<file path="config.mk">
export PLATFORM = sky130hd
export DESIGN_NAME = gpcp_page
export DESIGN_NICKNAME = d
export VERILOG_FILES = /design/src/verilog/gpcp_pkg.sv /design/src/verilog/gpcp_page.sv
export VERILOG_INCLUDE_DIRS = /design/src /design/src/verilog
export SDC_FILE = /design/constraint.sdc
export NUM_CORES = 1
export LEC_CHECK = 0
export ABC_AREA = 0
export BUFFER_PORTS_ARGS = -buffer_cell sky130_fd_sc_hd__buf_4
export CAP_MARGIN = 0
export CORE_ASPECT_RATIO = 0.9
export CORE_MARGIN = 5
export CORE_UTILIZATION = 45
export CTS_CLUSTER_SIZE = 14
export DETAILED_ROUTE_END_ITERATION = 12
export PLACE_DENSITY_LB_ADDON = 0.25
export SYNTH_ARGS = -nofsm -noshare
export SYNTH_HDL_FRONTEND = slang
export SYNTH_SLANG_ARGS = --single-unit
</file>
<file path="constraint.sdc">
create_clock -name clock_i -period 2.4 [get_ports clock_i]
set_input_delay 0.6 -clock clock_i [delete_from_list [all_inputs] [get_ports clock_i]]
set_output_delay 0.6 -clock clock_i [all_outputs]
set_load 0.02 [all_outputs]
</file>
<file path="src/verilog/gpcp_consts.svh">
// Offsets, field positions and reset values of the clock and pin control page
`ifndef GPCP_CONSTS_SVH
`define GPCP_CONSTS_SVH
`define GPCP_IDX_AUX_CLK 5'h0D
`define GPCP_IDX_PIN_LED 5'h0E
`define GPCP_IDX_LINK_LOSS 5'h13
`define GPCP_IDX_LINE_CLK 5'h17
`define GPCP_IDX_PAGE_SEL 5'h1F
`define GPCP_PAGE_MAIN 16'h0000
`define GPCP_PAGE_GP 16'h0010
`define GPCP_MASK_AUX_CLK 16'hE000
`define GPCP_MASK_PIN_LED 16'h3200
`define GPCP_MASK_LINK_LOSS 16'h000F
`define GPCP_MASK_LINE_CLK 16'h8737
`define GPCP_RST_AUX_CLK 16'h0000
`define GPCP_RST_PIN_LED 16'h2200
`define GPCP_RST_LINK_LOSS 16'h0000
`define GPCP_RST_LINE_CLK 16'h0000
`define GPCP_BIT_AUX_EN 15
`define GPCP_BIT_AUX_SEL_HI 14
`define GPCP_BIT_AUX_SEL_LO 13
`define GPCP_BIT_PD_OE_N 13
`define GPCP_BIT_PD_OUT 12
`define GPCP_BIT_PD_IN 11
`define GPCP_BIT_LED_TRI 9
`define GPCP_LL_HI 3
`define GPCP_LL_ENABLED 4'h0
`define GPCP_LL_DISABLED 4'hF
`define GPCP_BIT_LC_EN 15
`define GPCP_LC_FREQ_HI 10
`define GPCP_LC_FREQ_LO 8
`define GPCP_LC_SQ_HI 5
`define GPCP_LC_SQ_LO 4
`define GPCP_LC_SRC_HI 2
`define GPCP_LC_SRC_COPPER 3'h1
`define GPCP_AUX_SEL_RSVD 2'h3
`define GPCP_LED_NUM 2
`define GPCP_ADDR_TOP 12'h07C
`endif

</file>
<file path="src/verilog/gpcp_pkg.sv">
// Types shared by the clock and pin control page
package gpcp_pkg;
  // Squelch policy of the line-derived clock
  typedef enum logic [1:0] {
    GPCP_SQ_STRICT = 2'h0,
    GPCP_SQ_RELAXED = 2'h1,
    GPCP_SQ_LINK_ONLY = 2'h2,
    GPCP_SQ_OFF = 2'h3
  } gpcp_squelch_t;
  // Link condition reported by the copper core
  typedef struct packed {
    logic link_up;
    logic link_stable;
    logic speed_100;
    logic eee_active;
    logic lpi_rx;
  } gpcp_link_stat_t;
  // APB request from the master
  typedef struct packed {
    logic psel;
    logic penable;
    logic pwrite;
    logic [11:0] paddr;
    logic [31:0] pwdata;
  } gpcp_apb_req_t;
endpackage

</file>
<file path="src/verilog/gpcp_page.sv">
// General purpose page: clock outputs, power-down pin, LEDs, link loss pin
//
// The APB slave port was chosen for this implementation.
`timescale 1ns/1ps
`include "gpcp_consts.svh"
module gpcp_page
  import gpcp_pkg::*;
(
  input wire logic clock_i,
  input wire logic rst_i,
  input wire logic soft_reset_i,
  input wire gpcp_apb_req_t apb_i,
  output logic [31:0] prdata_o,
  output logic pready_o,
  output logic pslverr_o,
  output logic aux_clock_output_en_o,
  output logic [1:0] aux_clock_output_sel_o,
  input wire logic global_power_down_pin_i,
  output logic global_power_down_pin_o,
  output logic global_power_down_pin_oe_o,
  input wire logic [`GPCP_LED_NUM-1:0] led_i,
  output logic [`GPCP_LED_NUM-1:0] led_o,
  output logic [`GPCP_LED_NUM-1:0] led_oe_o,
  input wire logic link_loss_i,
  output logic quick_link_loss_pin_o,
  input wire gpcp_link_stat_t link_stat_i,
  input wire logic clk_mute_i,
  input wire logic copper_clk_i,
  output logic line_derived_clock_output_o,
  output logic [2:0] line_clk_freq_o
);

  // Merge write data into writable bits, reserved bits stay zero
  function automatic logic [15:0] gpcp_merge(input logic [15:0] wd,
                                             input logic [15:0] mask);
    gpcp_merge = wd & mask;
  endfunction

  logic [15:0] page_q;
  logic [15:0] aux_q;
  logic [15:0] pin_q;
  logic [15:0] ll_q;
  logic [15:0] lc_q;
  logic pready_q;
  logic pslverr_q;
  logic [31:0] prdata_q;
  logic pd_oe_q;
  logic pd_out_q;
  logic [`GPCP_LED_NUM-1:0] led_q;
  logic [`GPCP_LED_NUM-1:0] led_oe_q;
  logic ll_pin_q;
  logic lc_out_q;
  logic aux_en_q;
  logic [1:0] aux_sel_q;
  logic [2:0] lc_freq_q;

  // Bus decode
  wire setup_w = apb_i.psel & ~apb_i.penable;
  wire done_w = apb_i.psel & apb_i.penable & pready_q;
  wire wr_w = done_w & apb_i.pwrite;
  wire [4:0] idx_w = apb_i.paddr[6:2];
  wire bad_w = (apb_i.paddr > `GPCP_ADDR_TOP) | (apb_i.paddr[1:0] != 2'h0);
  wire gp_w = (page_q == `GPCP_PAGE_GP);
  wire sel_page_w = ~bad_w & (idx_w == `GPCP_IDX_PAGE_SEL);
  wire sel_aux_w = ~bad_w & gp_w & (idx_w == `GPCP_IDX_AUX_CLK);
  wire sel_pin_w = ~bad_w & gp_w & (idx_w == `GPCP_IDX_PIN_LED);
  wire sel_ll_w = ~bad_w & gp_w & (idx_w == `GPCP_IDX_LINK_LOSS);
  wire sel_lc_w = ~bad_w & gp_w & (idx_w == `GPCP_IDX_LINE_CLK);

  // Live pin level folded into the pin register on read
  wire [15:0] pin_rd_w = pin_q |
    ({15'h0000, global_power_down_pin_i} << `GPCP_BIT_PD_IN);

  // Read mux; main page and reserved addresses read zero
  wire [15:0] rd_w =
    sel_page_w ? page_q :
    sel_aux_w ? aux_q :
    sel_pin_w ? pin_rd_w :
    sel_ll_w ? ll_q :
    sel_lc_w ? lc_q : 16'h0000;

  // Response registered at setup so the access phase ends at once
  always_ff @(posedge clock_i)
  begin
    if (rst_i)
    begin
      pready_q <= 1'b0;
      pslverr_q <= 1'b0;
      prdata_q <= 32'h0000_0000;
    end
    else
    begin
      pready_q <= setup_w;
      pslverr_q <= setup_w & bad_w;
      prdata_q <= setup_w ? {16'h0000, rd_w} : 32'h0000_0000;
    end
  end

  // Page select is not sticky: a soft reset returns the main page
  always_ff @(posedge clock_i)
  begin
    if (rst_i | soft_reset_i)
      page_q <= `GPCP_PAGE_MAIN;
    else if (wr_w & sel_page_w)
      page_q <= apb_i.pwdata[15:0];
  end

  // Page registers ignore soft reset; only power-on reset loads their defaults
  always_ff @(posedge clock_i)
  begin
    if (rst_i)
    begin
      aux_q <= `GPCP_RST_AUX_CLK;
      pin_q <= `GPCP_RST_PIN_LED;
      ll_q <= `GPCP_RST_LINK_LOSS;
      lc_q <= `GPCP_RST_LINE_CLK;
    end
    else if (wr_w)
    begin
      if (sel_aux_w)
        aux_q <= gpcp_merge(apb_i.pwdata[15:0], `GPCP_MASK_AUX_CLK);
      if (sel_pin_w)
        pin_q <= gpcp_merge(apb_i.pwdata[15:0], `GPCP_MASK_PIN_LED);
      if (sel_ll_w)
        ll_q <= gpcp_merge(apb_i.pwdata[15:0], `GPCP_MASK_LINK_LOSS);
      if (sel_lc_w)
        lc_q <= gpcp_merge(apb_i.pwdata[15:0], `GPCP_MASK_LINE_CLK);
    end
  end

  // Field views
  wire [1:0] aux_sel_w = aux_q[`GPCP_BIT_AUX_SEL_HI:`GPCP_BIT_AUX_SEL_LO];
  wire [3:0] ll_set_w = ll_q[`GPCP_LL_HI:0];
  wire [2:0] lc_src_w = lc_q[`GPCP_LC_SRC_HI:0];
  wire [2:0] lc_freq_w = lc_q[`GPCP_LC_FREQ_HI:`GPCP_LC_FREQ_LO];
  gpcp_squelch_t sq_w;
  assign sq_w = gpcp_squelch_t'(lc_q[`GPCP_LC_SQ_HI:`GPCP_LC_SQ_LO]);

  // Squelch decision per policy level
  wire base_bad_w = ~link_stat_i.link_up | ~link_stat_i.link_stable;
  wire sq_strict_w = base_bad_w | ~link_stat_i.speed_100 |
                     link_stat_i.eee_active;
  wire sq_relax_w = base_bad_w |
                    (link_stat_i.eee_active & ~link_stat_i.lpi_rx);
  wire sq_link_w = ~link_stat_i.link_up;
  logic squelch_w;
  always_comb
  begin
    case (sq_w)
      GPCP_SQ_STRICT: squelch_w = sq_strict_w;
      GPCP_SQ_RELAXED: squelch_w = sq_relax_w;
      GPCP_SQ_LINK_ONLY: squelch_w = sq_link_w;
      GPCP_SQ_OFF: squelch_w = 1'b0;
      default: squelch_w = 1'b1;
    endcase
  end

  // Reserved sources carry no clock, so they behave as squelched
  wire src_ok_w = (lc_src_w == `GPCP_LC_SRC_COPPER);
  wire lc_pass_w = lc_q[`GPCP_BIT_LC_EN] & src_ok_w & ~squelch_w &
                   ~clk_mute_i;

  // Line clock leaves through a flop; it adds one cycle of latency
  always_ff @(posedge clock_i)
  begin
    if (rst_i)
    begin
      lc_out_q <= 1'b0;
      lc_freq_q <= 3'h0;
    end
    else
    begin
      lc_out_q <= lc_pass_w & copper_clk_i;
      lc_freq_q <= lc_freq_w;
    end
  end

  // Aux clock settings go to the clock generator; reserved select stays off
  always_ff @(posedge clock_i)
  begin
    if (rst_i)
    begin
      aux_en_q <= 1'b0;
      aux_sel_q <= 2'h0;
    end
    else
    begin
      aux_en_q <= aux_q[`GPCP_BIT_AUX_EN] &
                  (aux_sel_w != `GPCP_AUX_SEL_RSVD);
      aux_sel_q <= aux_sel_w;
    end
  end

  // Power-down pin direction and data
  always_ff @(posedge clock_i)
  begin
    if (rst_i)
    begin
      pd_oe_q <= 1'b0;
      pd_out_q <= 1'b0;
    end
    else
    begin
      pd_oe_q <= ~pin_q[`GPCP_BIT_PD_OE_N];
      pd_out_q <= pin_q[`GPCP_BIT_PD_OUT];
    end
  end

  // LEDs: in tri-state mode a high is left to the external pull-up
  wire led_tri_w = pin_q[`GPCP_BIT_LED_TRI];
  always_ff @(posedge clock_i)
  begin
    if (rst_i)
    begin
      led_q <= '0;
      led_oe_q <= '0;
    end
    else
    begin
      led_q <= led_i;
      led_oe_q <= led_tri_w ? ~led_i : {`GPCP_LED_NUM{1'b1}};
    end
  end

  // Link loss pin only follows the core when enabled; reserved is off
  always_ff @(posedge clock_i)
  begin
    if (rst_i)
      ll_pin_q <= 1'b0;
    else
      ll_pin_q <= (ll_set_w == `GPCP_LL_ENABLED) & link_loss_i;
  end

  assign prdata_o = prdata_q;
  assign pready_o = pready_q;
  assign pslverr_o = pslverr_q;
  assign aux_clock_output_en_o = aux_en_q;
  assign aux_clock_output_sel_o = aux_sel_q;
  assign global_power_down_pin_o = pd_out_q;
  assign global_power_down_pin_oe_o = pd_oe_q;
  assign led_o = led_q;
  assign led_oe_o = led_oe_q;
  assign quick_link_loss_pin_o = ll_pin_q;
  assign line_derived_clock_output_o = lc_out_q;
  assign line_clk_freq_o = lc_freq_q;

  // Checks; each label names the rule it guards
  AST_PAGE_MAP: assert property (
    @(posedge clock_i) disable iff (rst_i)
    (wr_w && sel_page_w && apb_i.pwdata[15:0] == `GPCP_PAGE_GP
     && !soft_reset_i) |=> gp_w)
    else $error("page select did not map general page");
  AST_PAGE_MAIN: assert property (
    @(posedge clock_i) disable iff (rst_i)
    (wr_w && sel_page_w && apb_i.pwdata[15:0] == `GPCP_PAGE_MAIN)
    |=> !gp_w)
    else $error("main page not restored");
  AST_STICKY: assert property (
    @(posedge clock_i) disable iff (rst_i)
    (soft_reset_i && !wr_w) |=> $stable(lc_q) && $stable(pin_q))
    else $error("page bits lost on soft reset");
  AST_AUX_EN: assert property (
    @(posedge clock_i) disable iff (rst_i)
    (aux_q[15:13] == 3'h4) |=> aux_clock_output_en_o)
    else $error("aux clock not enabled");
  AST_AUX_RSVD: assert property (
    @(posedge clock_i) disable iff (rst_i)
    (aux_sel_w == `GPCP_AUX_SEL_RSVD) |=> !aux_clock_output_en_o)
    else $error("aux clock enabled on reserved select");
  AST_PD_DIR: assert property (
    @(posedge clock_i) disable iff (rst_i)
    ##1 global_power_down_pin_oe_o == !$past(pin_q[13]))
    else $error("power-down pin direction wrong");
  AST_PD_DATA: assert property (
    @(posedge clock_i) disable iff (rst_i)
    global_power_down_pin_oe_o |-> global_power_down_pin_o
      == $past(pin_q[12]))
    else $error("power-down pin data wrong");
  AST_PD_READ: assert property (
    @(posedge clock_i) disable iff (rst_i)
    (setup_w && sel_pin_w) |=> prdata_o[11] == $past(global_power_down_pin_i))
    else $error("pin level not read back");
  AST_LED_TRI: assert property (
    @(posedge clock_i) disable iff (rst_i)
    ($past(led_tri_w) && led_o != 2'h0) |-> (led_oe_o & led_o) == 2'h0)
    else $error("LED driven high in tri-state mode");
  // Push-pull mode must drive both levels on every LED
  AST_LED_DRIVE: assert property (
    @(posedge clock_i) disable iff (rst_i)
    !led_tri_w |=> led_oe_o == {`GPCP_LED_NUM{1'b1}})
    else $error("LED not driven in push-pull mode");
  AST_LL_OFF: assert property (
    @(posedge clock_i) disable iff (rst_i)
    (ll_set_w == `GPCP_LL_DISABLED) |=> !quick_link_loss_pin_o)
    else $error("link loss pin active while disabled");
  AST_LL_ON: assert property (
    @(posedge clock_i) disable iff (rst_i)
    (ll_set_w == `GPCP_LL_ENABLED && link_loss_i) |=> quick_link_loss_pin_o)
    else $error("link loss pin not raised");
  AST_MUTE: assert property (
    @(posedge clock_i) disable iff (rst_i)
    clk_mute_i[*2] |-> ##1 !line_derived_clock_output_o)
    else $error("clock passed while muted");
  AST_SQ_LINK: assert property (
    @(posedge clock_i) disable iff (rst_i)
    (sq_w == GPCP_SQ_LINK_ONLY && !link_stat_i.link_up)
    |=> !line_derived_clock_output_o)
    else $error("clock passed with link down");
  AST_SQ_OFF: assert property (
    @(posedge clock_i) disable iff (rst_i)
    (lc_q[15] && sq_w == GPCP_SQ_OFF && lc_src_w == 3'h1 && !clk_mute_i
     && copper_clk_i) |=> line_derived_clock_output_o)
    else $error("clock squelched with squelch off");
  AST_SRC_RSVD: assert property (
    @(posedge clock_i) disable iff (rst_i)
    (lc_src_w != `GPCP_LC_SRC_COPPER) |=> !line_derived_clock_output_o)
    else $error("clock passed from reserved source");
  AST_STRICT: assert property (
    @(posedge clock_i) disable iff (rst_i)
    (sq_w == GPCP_SQ_STRICT && link_stat_i.eee_active)
    |=> !line_derived_clock_output_o)
    else $error("clock passed in EEE at strict level");
  // Strict level carries no clock at 10 Mb/s
  AST_STRICT_10M: assert property (
    @(posedge clock_i) disable iff (rst_i)
    (sq_w == GPCP_SQ_STRICT && !link_stat_i.speed_100)
    |=> !line_derived_clock_output_o)
    else $error("clock passed at 10M at strict level");
  // Relaxed level must pass the clock at 10M and during LPI reception
  AST_RELAX: assert property (
    @(posedge clock_i) disable iff (rst_i)
    (sq_w == GPCP_SQ_RELAXED && lc_q[15] && lc_src_w == 3'h1 && !clk_mute_i
     && copper_clk_i && link_stat_i.link_up && link_stat_i.link_stable
     && (!link_stat_i.eee_active || link_stat_i.lpi_rx))
    |=> line_derived_clock_output_o)
    else $error("relaxed squelch too strong");
  AST_RSVD_RD: assert property (
    @(posedge clock_i) disable iff (rst_i)
    (setup_w && !gp_w && !sel_page_w) |=> prdata_o == 32'h0000_0000)
    else $error("reserved address read nonzero");
  // A refused address answers at once, flagged, with zero data
  AST_SLVERR: assert property (
    @(posedge clock_i) disable iff (rst_i)
    (setup_w && bad_w) |=> pready_o && pslverr_o
      && prdata_o == 32'h0000_0000)
    else $error("refused address not flagged");
  AST_FREQ: assert property (
    @(posedge clock_i) disable iff (rst_i)
    ##1 line_clk_freq_o == $past(lc_q[10:8]))
    else $error("line clock frequency not forwarded");
  AST_LC_EN: assert property (
    @(posedge clock_i) disable iff (rst_i)
    !lc_q[15] |=> !line_derived_clock_output_o)
    else $error("line clock output while disabled");

  COV_GP_WRITE: cover property (@(posedge clock_i) disable iff (rst_i)
    wr_w && sel_lc_w);
  COV_CLK_OUT: cover property (@(posedge clock_i) disable iff (rst_i)
    line_derived_clock_output_o);
  COV_PD_OUT: cover property (@(posedge clock_i) disable iff (rst_i)
    global_power_down_pin_oe_o && global_power_down_pin_o);
  COV_ERR: cover property (@(posedge clock_i) disable iff (rst_i)
    pready_o && pslverr_o);
  COV_RELAX_10M: cover property (@(posedge clock_i) disable iff (rst_i)
    sq_w == GPCP_SQ_RELAXED && !link_stat_i.speed_100
    && line_derived_clock_output_o);

endmodule // gpcp_page

</file>
==> run metrics, run 1 <==
final wirelength=7180 microns; met1 usage=between 20% and 30%; Critical Path Source Type=input port; Syn Inst Count=a little under 300; setup_tns=0 ns; Worst Path Arrival=2.29 ns; power density cells=a little under 600 nW/um^2; post-route ant nets=0; vias in the first global route=~2500; Initial Util=46.0%; crit share post-route=a little over four fifths; chip width=about 93 microns; post_cts resized=0; routed vias=approximately 2400; Hold Buf Count CTS=0; CTS sink count=67; Post-CTS Setup Bufs=0; core area=roughly 6100 sq um; min-delay worst type=flop to flop; total of max-cap violations=0; Worst Setup Path Type=input port to flop; delay-heaviest family, CP=simple AND/OR/NAND/NOR gates; first-pass GRT wire length=11900 microns; Worst Setup EP=prdata_o[2]; Clock Path Buffers=2; Setup crit end kind=flop; gr busiest metal=met2; I/O pin count=~110; distinct cell type count after synthesis=45; initial antenna violation count=0; area delta synth->final=29.1%; pin count of the biggest net entering global routing=20; # H-tree levels=3; vias per cell=roughly 5.4; Synth area leader=dfxtp_1; clk slew on worst S/H paths=0.06 ns; Critical Path Source=apb_i[42]; synth warn=0; nets@finish=439; post-layout min period=about 2 ns; CP Cell Sequence=buf_4 -> or4_4 -> or4b_4 -> nor2_8 -> o2bb2ai_1; # setup viols final=0; row count=27; final RePlAce weighted congestion=0.862; total power=roughly 2.1 mW; final instance area=3610 sq um; Root Driver=clkbuf_8; reg2reg setup slack=0.38 ns; Non-Filler Instances=about 450; Worst R2R Path Depth=5; layout cells sized above 1=roughly a third; clk_skew=0.00568 ns; Max stage delay on crit path=around 0.63 ns; Peak supply drop=between 0.3 and 0.4 mV; worst path required time=around 2.7 ns; HPWL after detailed placement=approximately 5200 microns; Slowest-stage cell, CP=or4b_4; Chip Height=84.8 microns; top-area cell type share of the netlist area=roughly 48%; Die ar.=slightly below 8000 sq um; Crit Path Max Fanout=17; reg-to-reg critical path endpoint=prdata_o[2]; later-pin clock latency in the skew report=approximately 0.34 ns; Mapped Avg Cell Area=9.58 sq um; DRC Markers=0; Placed Cells=roughly 440; CTS tree=done; Remaining Overflow, GRT=0; port buffer count=76; slew at the pin with the worst max-slew slack=between 0.5 and 0.6 ns; final count of pins violating max slew=0; Synth Cell Area=approximately 2800 sq um; Area contributors post-synth=dfxtp_1, a21oi_1, buf_4; Max Freq=roughly 490 MHz; met2 GRT Util=30.0%; Synth Register Bits=67; total track usage=between 10% and 20%; R2R Path Start=page_q[13]; outcome=complete, no violations; sequential fraction of the synthesis area=between 40 and 50%; GR Util met3=under 10%; RSZ-0062 raised after global routing=false; post-DR wirelength/cell=15.8 microns; DR pass1 iterations=4; CP Buf/Inv Count=1; antenna fix cells=0; Placed Area=3430 sq um; TritonCTS Buffers=9; Slew headroom=63.5%; WP depth=5; initial DRC count=approximately 130; Lkg Pwr=approximately 1.5 nW; final hold violations=0
cell type report:
type / count / area (sq um)
Clock buffer: 13 / 169
Tap cell: 72 / 90.1
Multi-Input combinational cell: 203 / 1280
Fill cell: 560 / 2470
Timing Repair Buffer: 94 / 706
Sequential cell: 67 / 1340
Clock inverter: 2 / 10.0
Inverter: 3 / 11.3
power by group:
part	internal (mW)	total [mW]	switching [mW]
Clock	0.451	0.846	0.395
Sequential	1.12	1.12	0.00141
Combinational	0.0715	0.157	0.0858
cell usage after synthesis (all sizes together):
master	number
a32o	3
and4	1
nor2b	14
buf	24
o21a	1
nand4	12
or2	2
a22o	6
mux2i	7
o211ai	2
and3b	3
o31ai	9
o2bb2ai	3
mux2	6
nand4b	1
nor4bb	1
and4b	3
dfxtp	67
nor2	11
nand2	6
conb	1
or4	2
nor3b	1
or4b	2
nor4b	2
nor4	5
a21oi	32
nand3	20
nand2b	4
clkbuf	10
inv	3
and3	2
o21ai	18
nand3b	1
and2	3
nor3	4
placed cells by master (no fill, tap or decap), drive strengths merged, types with 5 or more instances in the layout:
| cell | n |
|---|---|
| buf | 94 |
| a22o | 6 |
| nor2 | 11 |
| nor4 | 5 |
| nand3 | 20 |
| nor2b | 14 |
| o21ai | 18 |
| dfxtp | 67 |
| a21oi | 32 |
| clkbuf | 13 |
| mux2i | 7 |
| nand2 | 6 |
| mux2 | 6 |
| o31ai | 9 |
| nand4 | 12 |
| conb | 16 |
per-stage QoR:
stage | util, % | hold slack, ns | setup WS (ns)
2_1_floorplan | - | 0.396 | 0.193
3_3_place_gp | 56.4 | 0.438 | 0.0193
3_5_place_dp | 56.4 | 0.436 | 0.0194
4_1_cts | 59.4 | 0.422 | 0.361
5_1_grt | 59.4 | 0.427 | 0.218
6_report | 59.4 | 0.444 | 0.373
metal layers:
metal | up-vias | wire length [microns]
met5 | - | 0
li1 | 1208 | -
met3 | 11 | 565
met4 | 0 | 101
met1 | 1115 | 3160
met2 | 101 | 3350
registers in the layout, summed over array words and instances, names as in the netlist, 2 cells and up:
register / flops
led_o: 2
prdata_o: 16
aux_clock_output_sel_o: 2
pin_q: 3
aux_q: 3
page_q: 16
line_clk_freq_o: 3
lc_q: 9
led_oe_o: 2
ll_q: 4
logic make-up (layout without fill, tap and decap cells):
kind of cell | after synthesis | in the layout | share of synthesized area, %
compound gates | 74 | 74 | 16.2
buf+inv | 37 | 112 | 8.18
simple gates | 100 | 100 | 22.6
flops | 67 | 67 | 47.9
mux | 13 | 13 | 4.92
other cells | 1 | 16 | 0.134
worst min path at each step:
stage	from	to	slack [ns]	depth (start not counted)
finish	pin_q[13]	global_power_down_pin_oe_o	0.44	1
global route	led_i[0]	led_oe_o[0]	0.43	2
CTS	led_i[1]	led_oe_o[1]	0.42	2
detailed placement	pin_q[13]	global_power_down_pin_oe_o	0.44	1
global placement	pin_q[13]	global_power_down_pin_oe_o	0.44	1
floorplan	pin_q[13]	global_power_down_pin_oe_o	0.40	1
worst register-to-register path, delay by kind of cell, from the launching register on:
kind / cells / cell delay [ns]
buf+inv: 1 / 0.23
simple gates: 3 / 1.16
compound gates: 1 / 0.20
flops: 1 / 0.35
Power figures use the tool's default switching activity.
==> run 2, diff against run 1 <==
--- a/config.mk
+++ b/config.mk
@@ -6,7 +6,7 @@
 export SDC_FILE = /design/constraint.sdc
 export NUM_CORES = 1
 export LEC_CHECK = 0
-export ABC_AREA = 0
+export ABC_AREA = 1
 export BUFFER_PORTS_ARGS = -buffer_cell sky130_fd_sc_hd__buf_4
 export CAP_MARGIN = 0
 export CORE_ASPECT_RATIO = 0.9
==> constraint.sdc (replaced) <==
create_clock -name clock_i -period 2 [get_ports clock_i]
set_input_delay 0.5 -clock clock_i [delete_from_list [all_inputs] [get_ports clock_i]]
set_output_delay 0.5 -clock clock_i [all_outputs]
set_load 0.02 [all_outputs]
==> run metrics, run 2 <==
Post-synth EDFFs=0 (unchanged); total of max-cap violations=0 (unchanged); Peak supply drop=0.604 mV (was 0.330 mV); Remaining Overflow, GRT=0 (unchanged); CTS tree=done (unchanged); top-area cell type share of the netlist area=47.2% (was 47.9%); post-route ant nets=0 (unchanged); most frequent cells in the layout=buf_4, nand2_1, nor2_1 (was buf_4, dfxtp_1, a21oi_1); commonest non-fill, non-tap cell in the layout=buf_4 (unchanged); final wirelength=6560 microns (was 7180 microns); most common cell in the synthesized netlist=nand2_1 (was dfxtp_1); final instance area=3730 sq um (was 3610 sq um); initial DRC count=90 (was 126); CTS sink count=67 (unchanged); vias per cell=4.52 (was 5.36); post-layout min period=1.52 ns; total track usage=17.5% (was 19.3%); TritonCTS Buffers=9 (unchanged); Crit Path Max Fanout=9 (was 17); total power=2.71 mW (was 2.12 mW); ys flop type=dfxtp_1 (unchanged); Mapped Avg Cell Area=7.65 sq um (was 9.58 sq um); area delta synth->final=31.1% (was 29.1%); later-pin clock latency in the skew report=0.35 ns (was 0.34 ns); fin util=60.7% (was 59.4%); worst path required time=2.29 ns (was 2.66 ns); Max stage delay on crit path=0.31 ns (was 0.63 ns); clk_skew=0.00767 ns (was 0.00568 ns); clk slew on worst S/H paths=0.07 ns (was 0.06 ns); min-delay worst type=input port to flop (was flop to flop); CP Cell Sequence=nor2_1 -> nand2_1 -> nor2_4 -> nand2_4 -> nor2_8 -> nand2_4 -> nor2_8 -> nor2_1 -> nor2_1 (was buf_4 -> or4_4 -> or4b_4 -> nor2_8 -> o2bb2ai_1); final hold violations=0 (unchanged); nets@finish=526 (was 439); power density cells=727 nW/um^2 (was 588 nW/um^2); antenna fix cells=0 (unchanged); core area=6150 sq um (was 6080 sq um); dpl ws=0.156 ns (was 0.0194 ns); vias in the first global route=2297 (was 2474); Synth area leader=dfxtp_1 (unchanged); most used cell, CP=nor2_1; setup_tns=0 ns (unchanged); layout cells sized above 1=29.4% (was 33.0%); final RePlAce weighted congestion=0.880 (was 0.862); sequential fraction of the synthesis area=47.2% (was 47.9%); Clock Path Buffers=2 (unchanged); distinct cell type count after synthesis=31 (was 45); port buffer count=76 (unchanged); synth warn=0 (unchanged); post-DR wirelength/cell=11.8 microns (was 15.8 microns); Root Driver=clkbuf_8 (unchanged); Chip Height=85.4 microns (was 84.8 microns); Placed Area=3520 sq um (was 3430 sq um); initial antenna violation count=0 (unchanged); Setup crit end kind=flop (unchanged); Slowest-stage cell, CP=dfxtp_1 (was or4b_4); Post-synth top cells=nand2_1, nor2_1, dfxtp_1, inv_1, a21oi_1 (was dfxtp_1, a21oi_1, nand3_1, o21ai_0, buf_4); Lkg Pwr=1.74 nW (was 1.51 nW); DR pass1 iterations=4 (unchanged); Hold Buf Count CTS=0 (unchanged); Area contributors post-synth=dfxtp_1, nand2_1, nor2_1 (was dfxtp_1, a21oi_1, buf_4); post_cts resized=0 (unchanged); final setup margin=0.477 ns (was 0.373 ns); Worst Path Arrival=1.81 ns (was 2.29 ns); DRC Markers=0 (unchanged); routed vias=2516 (was 2435); HPWL after detailed placement=5150 microns (was 5250 microns); # H-tree levels=3 (unchanged); pin count of the biggest net entering global routing=14 (was 20); Synth Cell Area=2840 sq um (was 2800 sq um); Critical Path Source Type=flop (was input port); row count=27 (unchanged); final count of pins violating max slew=0 (unchanged); crit share post-route=about three quarters; Post-CTS Setup Bufs=0 (unchanged); Syn Inst Count=372 (was 292); Initial Util=46.3% (was 46.0%); Worst Setup Path Type=flop to flop (was input port to flop); asr flop ratio synth=0% (unchanged); RSZ-0062 raised after global routing=false (unchanged); Max Freq=657 MHz; chip width=93.8 microns (was 93.1 microns); I/O pin count=109 (unchanged); Die ar.=8010 sq um (was 7900 sq um); # setup viols final=0 (unchanged); first-pass GRT wire length=10700 microns (was 11900 microns); outcome=complete, no violations (unchanged); Synth Register Bits=67 (unchanged)
-- run 2: cell types whose count changed in the layout (fill, tap and decap cells not counted), moves of 7 or more --
cell and change:
a21oi_1 -13, inv_1 +26, inv_2 +8, mux2i_1 -7, nand2_1 +73, nand4_1 -8
nor2_1 +61, nor2b_1 -14, o21ai_1 +13, o31ai_1 -9
-- run 2: cells by family after synthesis --
logic type / Yosys count / share of synthesized area [%]
AND/OR/NAND/NOR: 196 / 33.2
flip-flops: 67 / 47.2
buffers and inverters: 60 / 10.6
AO/OA/AOI/OAI: 48 / 8.89
other: 1 / 0.132
-- run 2: power by group --
group          switching, mW  total (mW)  leakage, nW  internal [mW]
clock network          0.497        1.17        0.102          0.678
logic                  0.108       0.192         1.09         0.0843
registers            0.00199        1.34        0.541           1.34
total                  0.607        2.71         1.74           2.10
-- run 2: cell type report --
| cell class | count | area, sq um |
|---|---|---|
| fillers | 599 | 2420 |
| multi-input cells | 260 | 1260 |
| well taps | 87 | 109 |
| clock buffers | 13 | 169 |
| repair buffers | 88 | 661 |
| inverters | 39 | 148 |
| flip-flops and latches | 67 | 1340 |
| clock inverters | 3 | 45.0 |
-- run 2: layer usage --
layer  GRT usage, %  part of all wire [%]  vias to the layer above
li1               -                     -                     1326
met1           22.4                    44                     1100
met2           26.8                    46                       79
met3           7.45                   8.6                       11
met4           5.25                   1.4                        0
met5              0                     0                        -
-- run 2: final timing paths --
check	from	endpoint	slack, ns	cells after the start
min	led_i[0]	led_oe_o[0]	0.33	2
max reg2reg	page_q[6]	lc_q[10]	0.48	9
max	page_q[6]	lc_q[10]	0.48	9
min reg2reg	lc_q[10]	line_clk_freq_o[2]	0.43	2
-- run 2: worst max-delay path: cells and delay by family, from the launching register on --
kind / cells / cell delay (ns)
AND/OR/NAND/NOR: 9 / 1.14
flip-flops: 1 / 0.31
-- run 2: metrics by stage --
step	cells	hold slack, ns
floorplan	387	0.413
global placement	541	0.428
detailed placement	541	0.427
CTS	557	0.320
global route	557	0.304
finish	557	0.328
==> run 3, diff against run 2 <==
--- a/config.mk
+++ b/config.mk
@@ -11,7 +11,7 @@
 export CAP_MARGIN = 0
 export CORE_ASPECT_RATIO = 0.9
 export CORE_MARGIN = 5
-export CORE_UTILIZATION = 45
+export CORE_UTILIZATION = 44
 export CTS_CLUSTER_SIZE = 14
 export DETAILED_ROUTE_END_ITERATION = 12
 export PLACE_DENSITY_LB_ADDON = 0.25
==> constraint.sdc (replaced) <==
create_clock -name clock_i -period 1.35 [get_ports clock_i]
set_input_delay 0.3375 -clock clock_i [delete_from_list [all_inputs] [get_ports clock_i]]
set_output_delay 0.3375 -clock clock_i [all_outputs]
set_load 0.02 [all_outputs]
==> run metrics, run 3 (synthesis results as in run 2) <==
outcome=finished with violations (was complete, no violations); failing checks=setup timing; total of max-cap violations=0 (unchanged); area delta synth->final=48.7% (was 31.1%); final count of pins violating max slew=0 (unchanged); RSZ-0062 raised after global routing=true (was false); min-delay worst type=input port to flop (unchanged); Hold Buf Count CTS=0 (unchanged); delay-heaviest family, CP=simple AND/OR/NAND/NOR gates (unchanged); CTS tree=done (unchanged); first-pass GRT wire length=11800 microns (was 10700 microns); vias in the first global route=2575 (was 2297); Root Driver=clkbuf_8 (unchanged); core area=6220 sq um (was 6150 sq um); Peak supply drop=0.904 mV (was 0.604 mV); final setup margin=-0.166 ns (was 0.477 ns); Non-Filler Instances=590 (was 557); I/O pin count=109 (unchanged); Worst Setup Path Type=flop to flop (unchanged); fin util=68.0% (was 60.7%); Chip Height=86.3 microns (was 85.4 microns); commonest non-fill, non-tap cell in the layout=buf_4 (unchanged); initial DRC count=119 (was 90); post-layout min period=1.52 ns (about the same); final instance area=4230 sq um (was 3730 sq um); Placed Cells=567 (was 541); CTS sink count=67 (unchanged); final RePlAce weighted congestion=0.869 (was 0.880); crit share post-route=112% (was 76.2%); total power=4.20 mW (was 2.71 mW); layout cells sized above 1=42.3% (was 29.4%); post-route ant nets=0 (unchanged); final wirelength=7940 microns (was 6560 microns); Critical Path Source Type=flop (unchanged); Slowest-stage cell, CP=dfxtp_2 (was dfxtp_1); clk slew on worst S/H paths=0.07 ns (about the same); sequential cell area=1350 sq um (was 1340 sq um); HPWL after detailed placement=5630 microns (was 5150 microns); fillers=540 (was 599); routed vias=2763 (was 2516); DRC Markers=0 (unchanged); dpl ws=-0.330 ns (was 0.156 ns); power density cells=993 nW/um^2 (was 727 nW/um^2); initial antenna violation count=0 (unchanged); port buffer count=76 (unchanged); Worst Path Arrival=1.77 ns (was 1.81 ns); final hold violations=0 (unchanged); Initial Util=45.8% (was 46.3%); worst path required time=1.61 ns (was 2.29 ns); row count=27 (unchanged); # setup viols final=32 (was 0); later-pin clock latency in the skew report=0.36 ns (was 0.35 ns); # H-tree levels=3 (unchanged); clk_skew=0.00954 ns (was 0.00767 ns); Lkg Pwr=1.98 nW (was 1.74 nW); Crit Path Max Fanout=5 (was 9); Setup crit end kind=flop (unchanged); Remaining Overflow, GRT=0 (unchanged); antenna fix cells=0 (unchanged); Placed Area=3750 sq um (was 3520 sq um); post-DR wirelength/cell=13.5 microns (was 11.8 microns); CP Buf/Inv Count=0 (unchanged); area occupied by multi-input gates=1470 sq um (was 1260 sq um); TritonCTS Buffers=9 (unchanged); pin count of the biggest net entering global routing=17 (was 14); Max stage delay on crit path=0.33 ns (was 0.31 ns); Max Freq=660 MHz (was 657 MHz); chip width=94.7 microns (was 93.8 microns); Clock Path Buffers=2 (unchanged); DR pass1 iterations=4 (unchanged); nets@finish=559 (was 526); CP Cell Sequence=nor2_2 -> nand2_2 -> nor2_4 -> nand2_2 -> nor2_4 -> nand3_4 -> o21ai_2 -> nor2_1 (was nor2_1 -> nand2_1 -> nor2_4 -> nand2_4 -> nor2_8 -> nand2_4 -> nor2_8 -> nor2_1 -> nor2_1); Die ar.=8170 sq um (was 8010 sq um); vias per cell=4.68 (was 4.52); most frequent cells in the layout=buf_4, nand2_1, dfxtp_1 (was buf_4, nand2_1, nor2_1); total track usage=19.1% (was 17.5%)
==> run 3: metrics by stage <==
stage               setup TNS [ns]  hold WS (ns)
floorplan                  -0.0689         0.407
global placement             -9.75         0.426
detailed placement          -10.75         0.430
CTS                          -2.90         0.146
global route                 -6.46         0.142
finish                       -3.22         0.155
==> run 3: area by class of cell <==
cell class,count,share of cell area (%)
multi-input combinational,262,34.7
sequential,67,31.9
timing repair buffer,119,21.9
inverter,39,3.64
clock buffer,10,3.25
tap,87,2.57
clock inverter,6,2.07
==> run 3: power breakdown <==
part / internal [mW] / switching [mW] / total [mW]
Combinational: 0.142 / 0.176 / 0.318
Clock: 1.09 / 0.800 / 1.89
Sequential: 1.99 / 0.00325 / 1.99
Total: 3.22 / 0.979 / 4.20
==> run 3: final timing paths <==
path         cells after the start       start                  to  slack, ns
max                              8  page_q[11]            lc_q[15]      -0.17
min                              2    led_i[1]         led_oe_o[1]       0.16
max reg2reg                      8  page_q[11]            lc_q[15]      -0.17
min reg2reg                      2     lc_q[8]  line_clk_freq_o[0]       0.44
==> run 3: worst reg2reg max path, cell delays in order (launching register included) <==
cell and delay (ns):
dfxtp_2 0.33, nor2_2 0.12, nand2_2 0.11, nor2_4 0.13
nand2_2 0.08, nor2_4 0.24, nand3_4 0.18, o21ai_2 0.19
nor2_1 0.05
==> run 3: timing repair <==
| item | 4_1_cts | 5_1_grt |
|---|---|---|
| pin swaps | 25 | 26 |
| resized for setup | 22 | 43 |
| buffers inserted | 1 | 6 |
| setup endpoints to repair | 33 | 39 |
| cloned | 1 | 1 |
==> run 3: per-layer routing <==
| layer | GRT usage (%) | share of wire, % | vias up | wire (microns) |
|---|---|---|---|---|
| li1 | - | - | 1395 | - |
| met1 | 22.9 | 42 | 1240 | 3330 |
| met2 | 31.9 | 48 | 108 | 3840 |
| met3 | 5.64 | 7.5 | 20 | 599 |
| met4 | 7.47 | 2.3 | 0 | 180 |
| met5 | 0 | 0 | - | 0 |
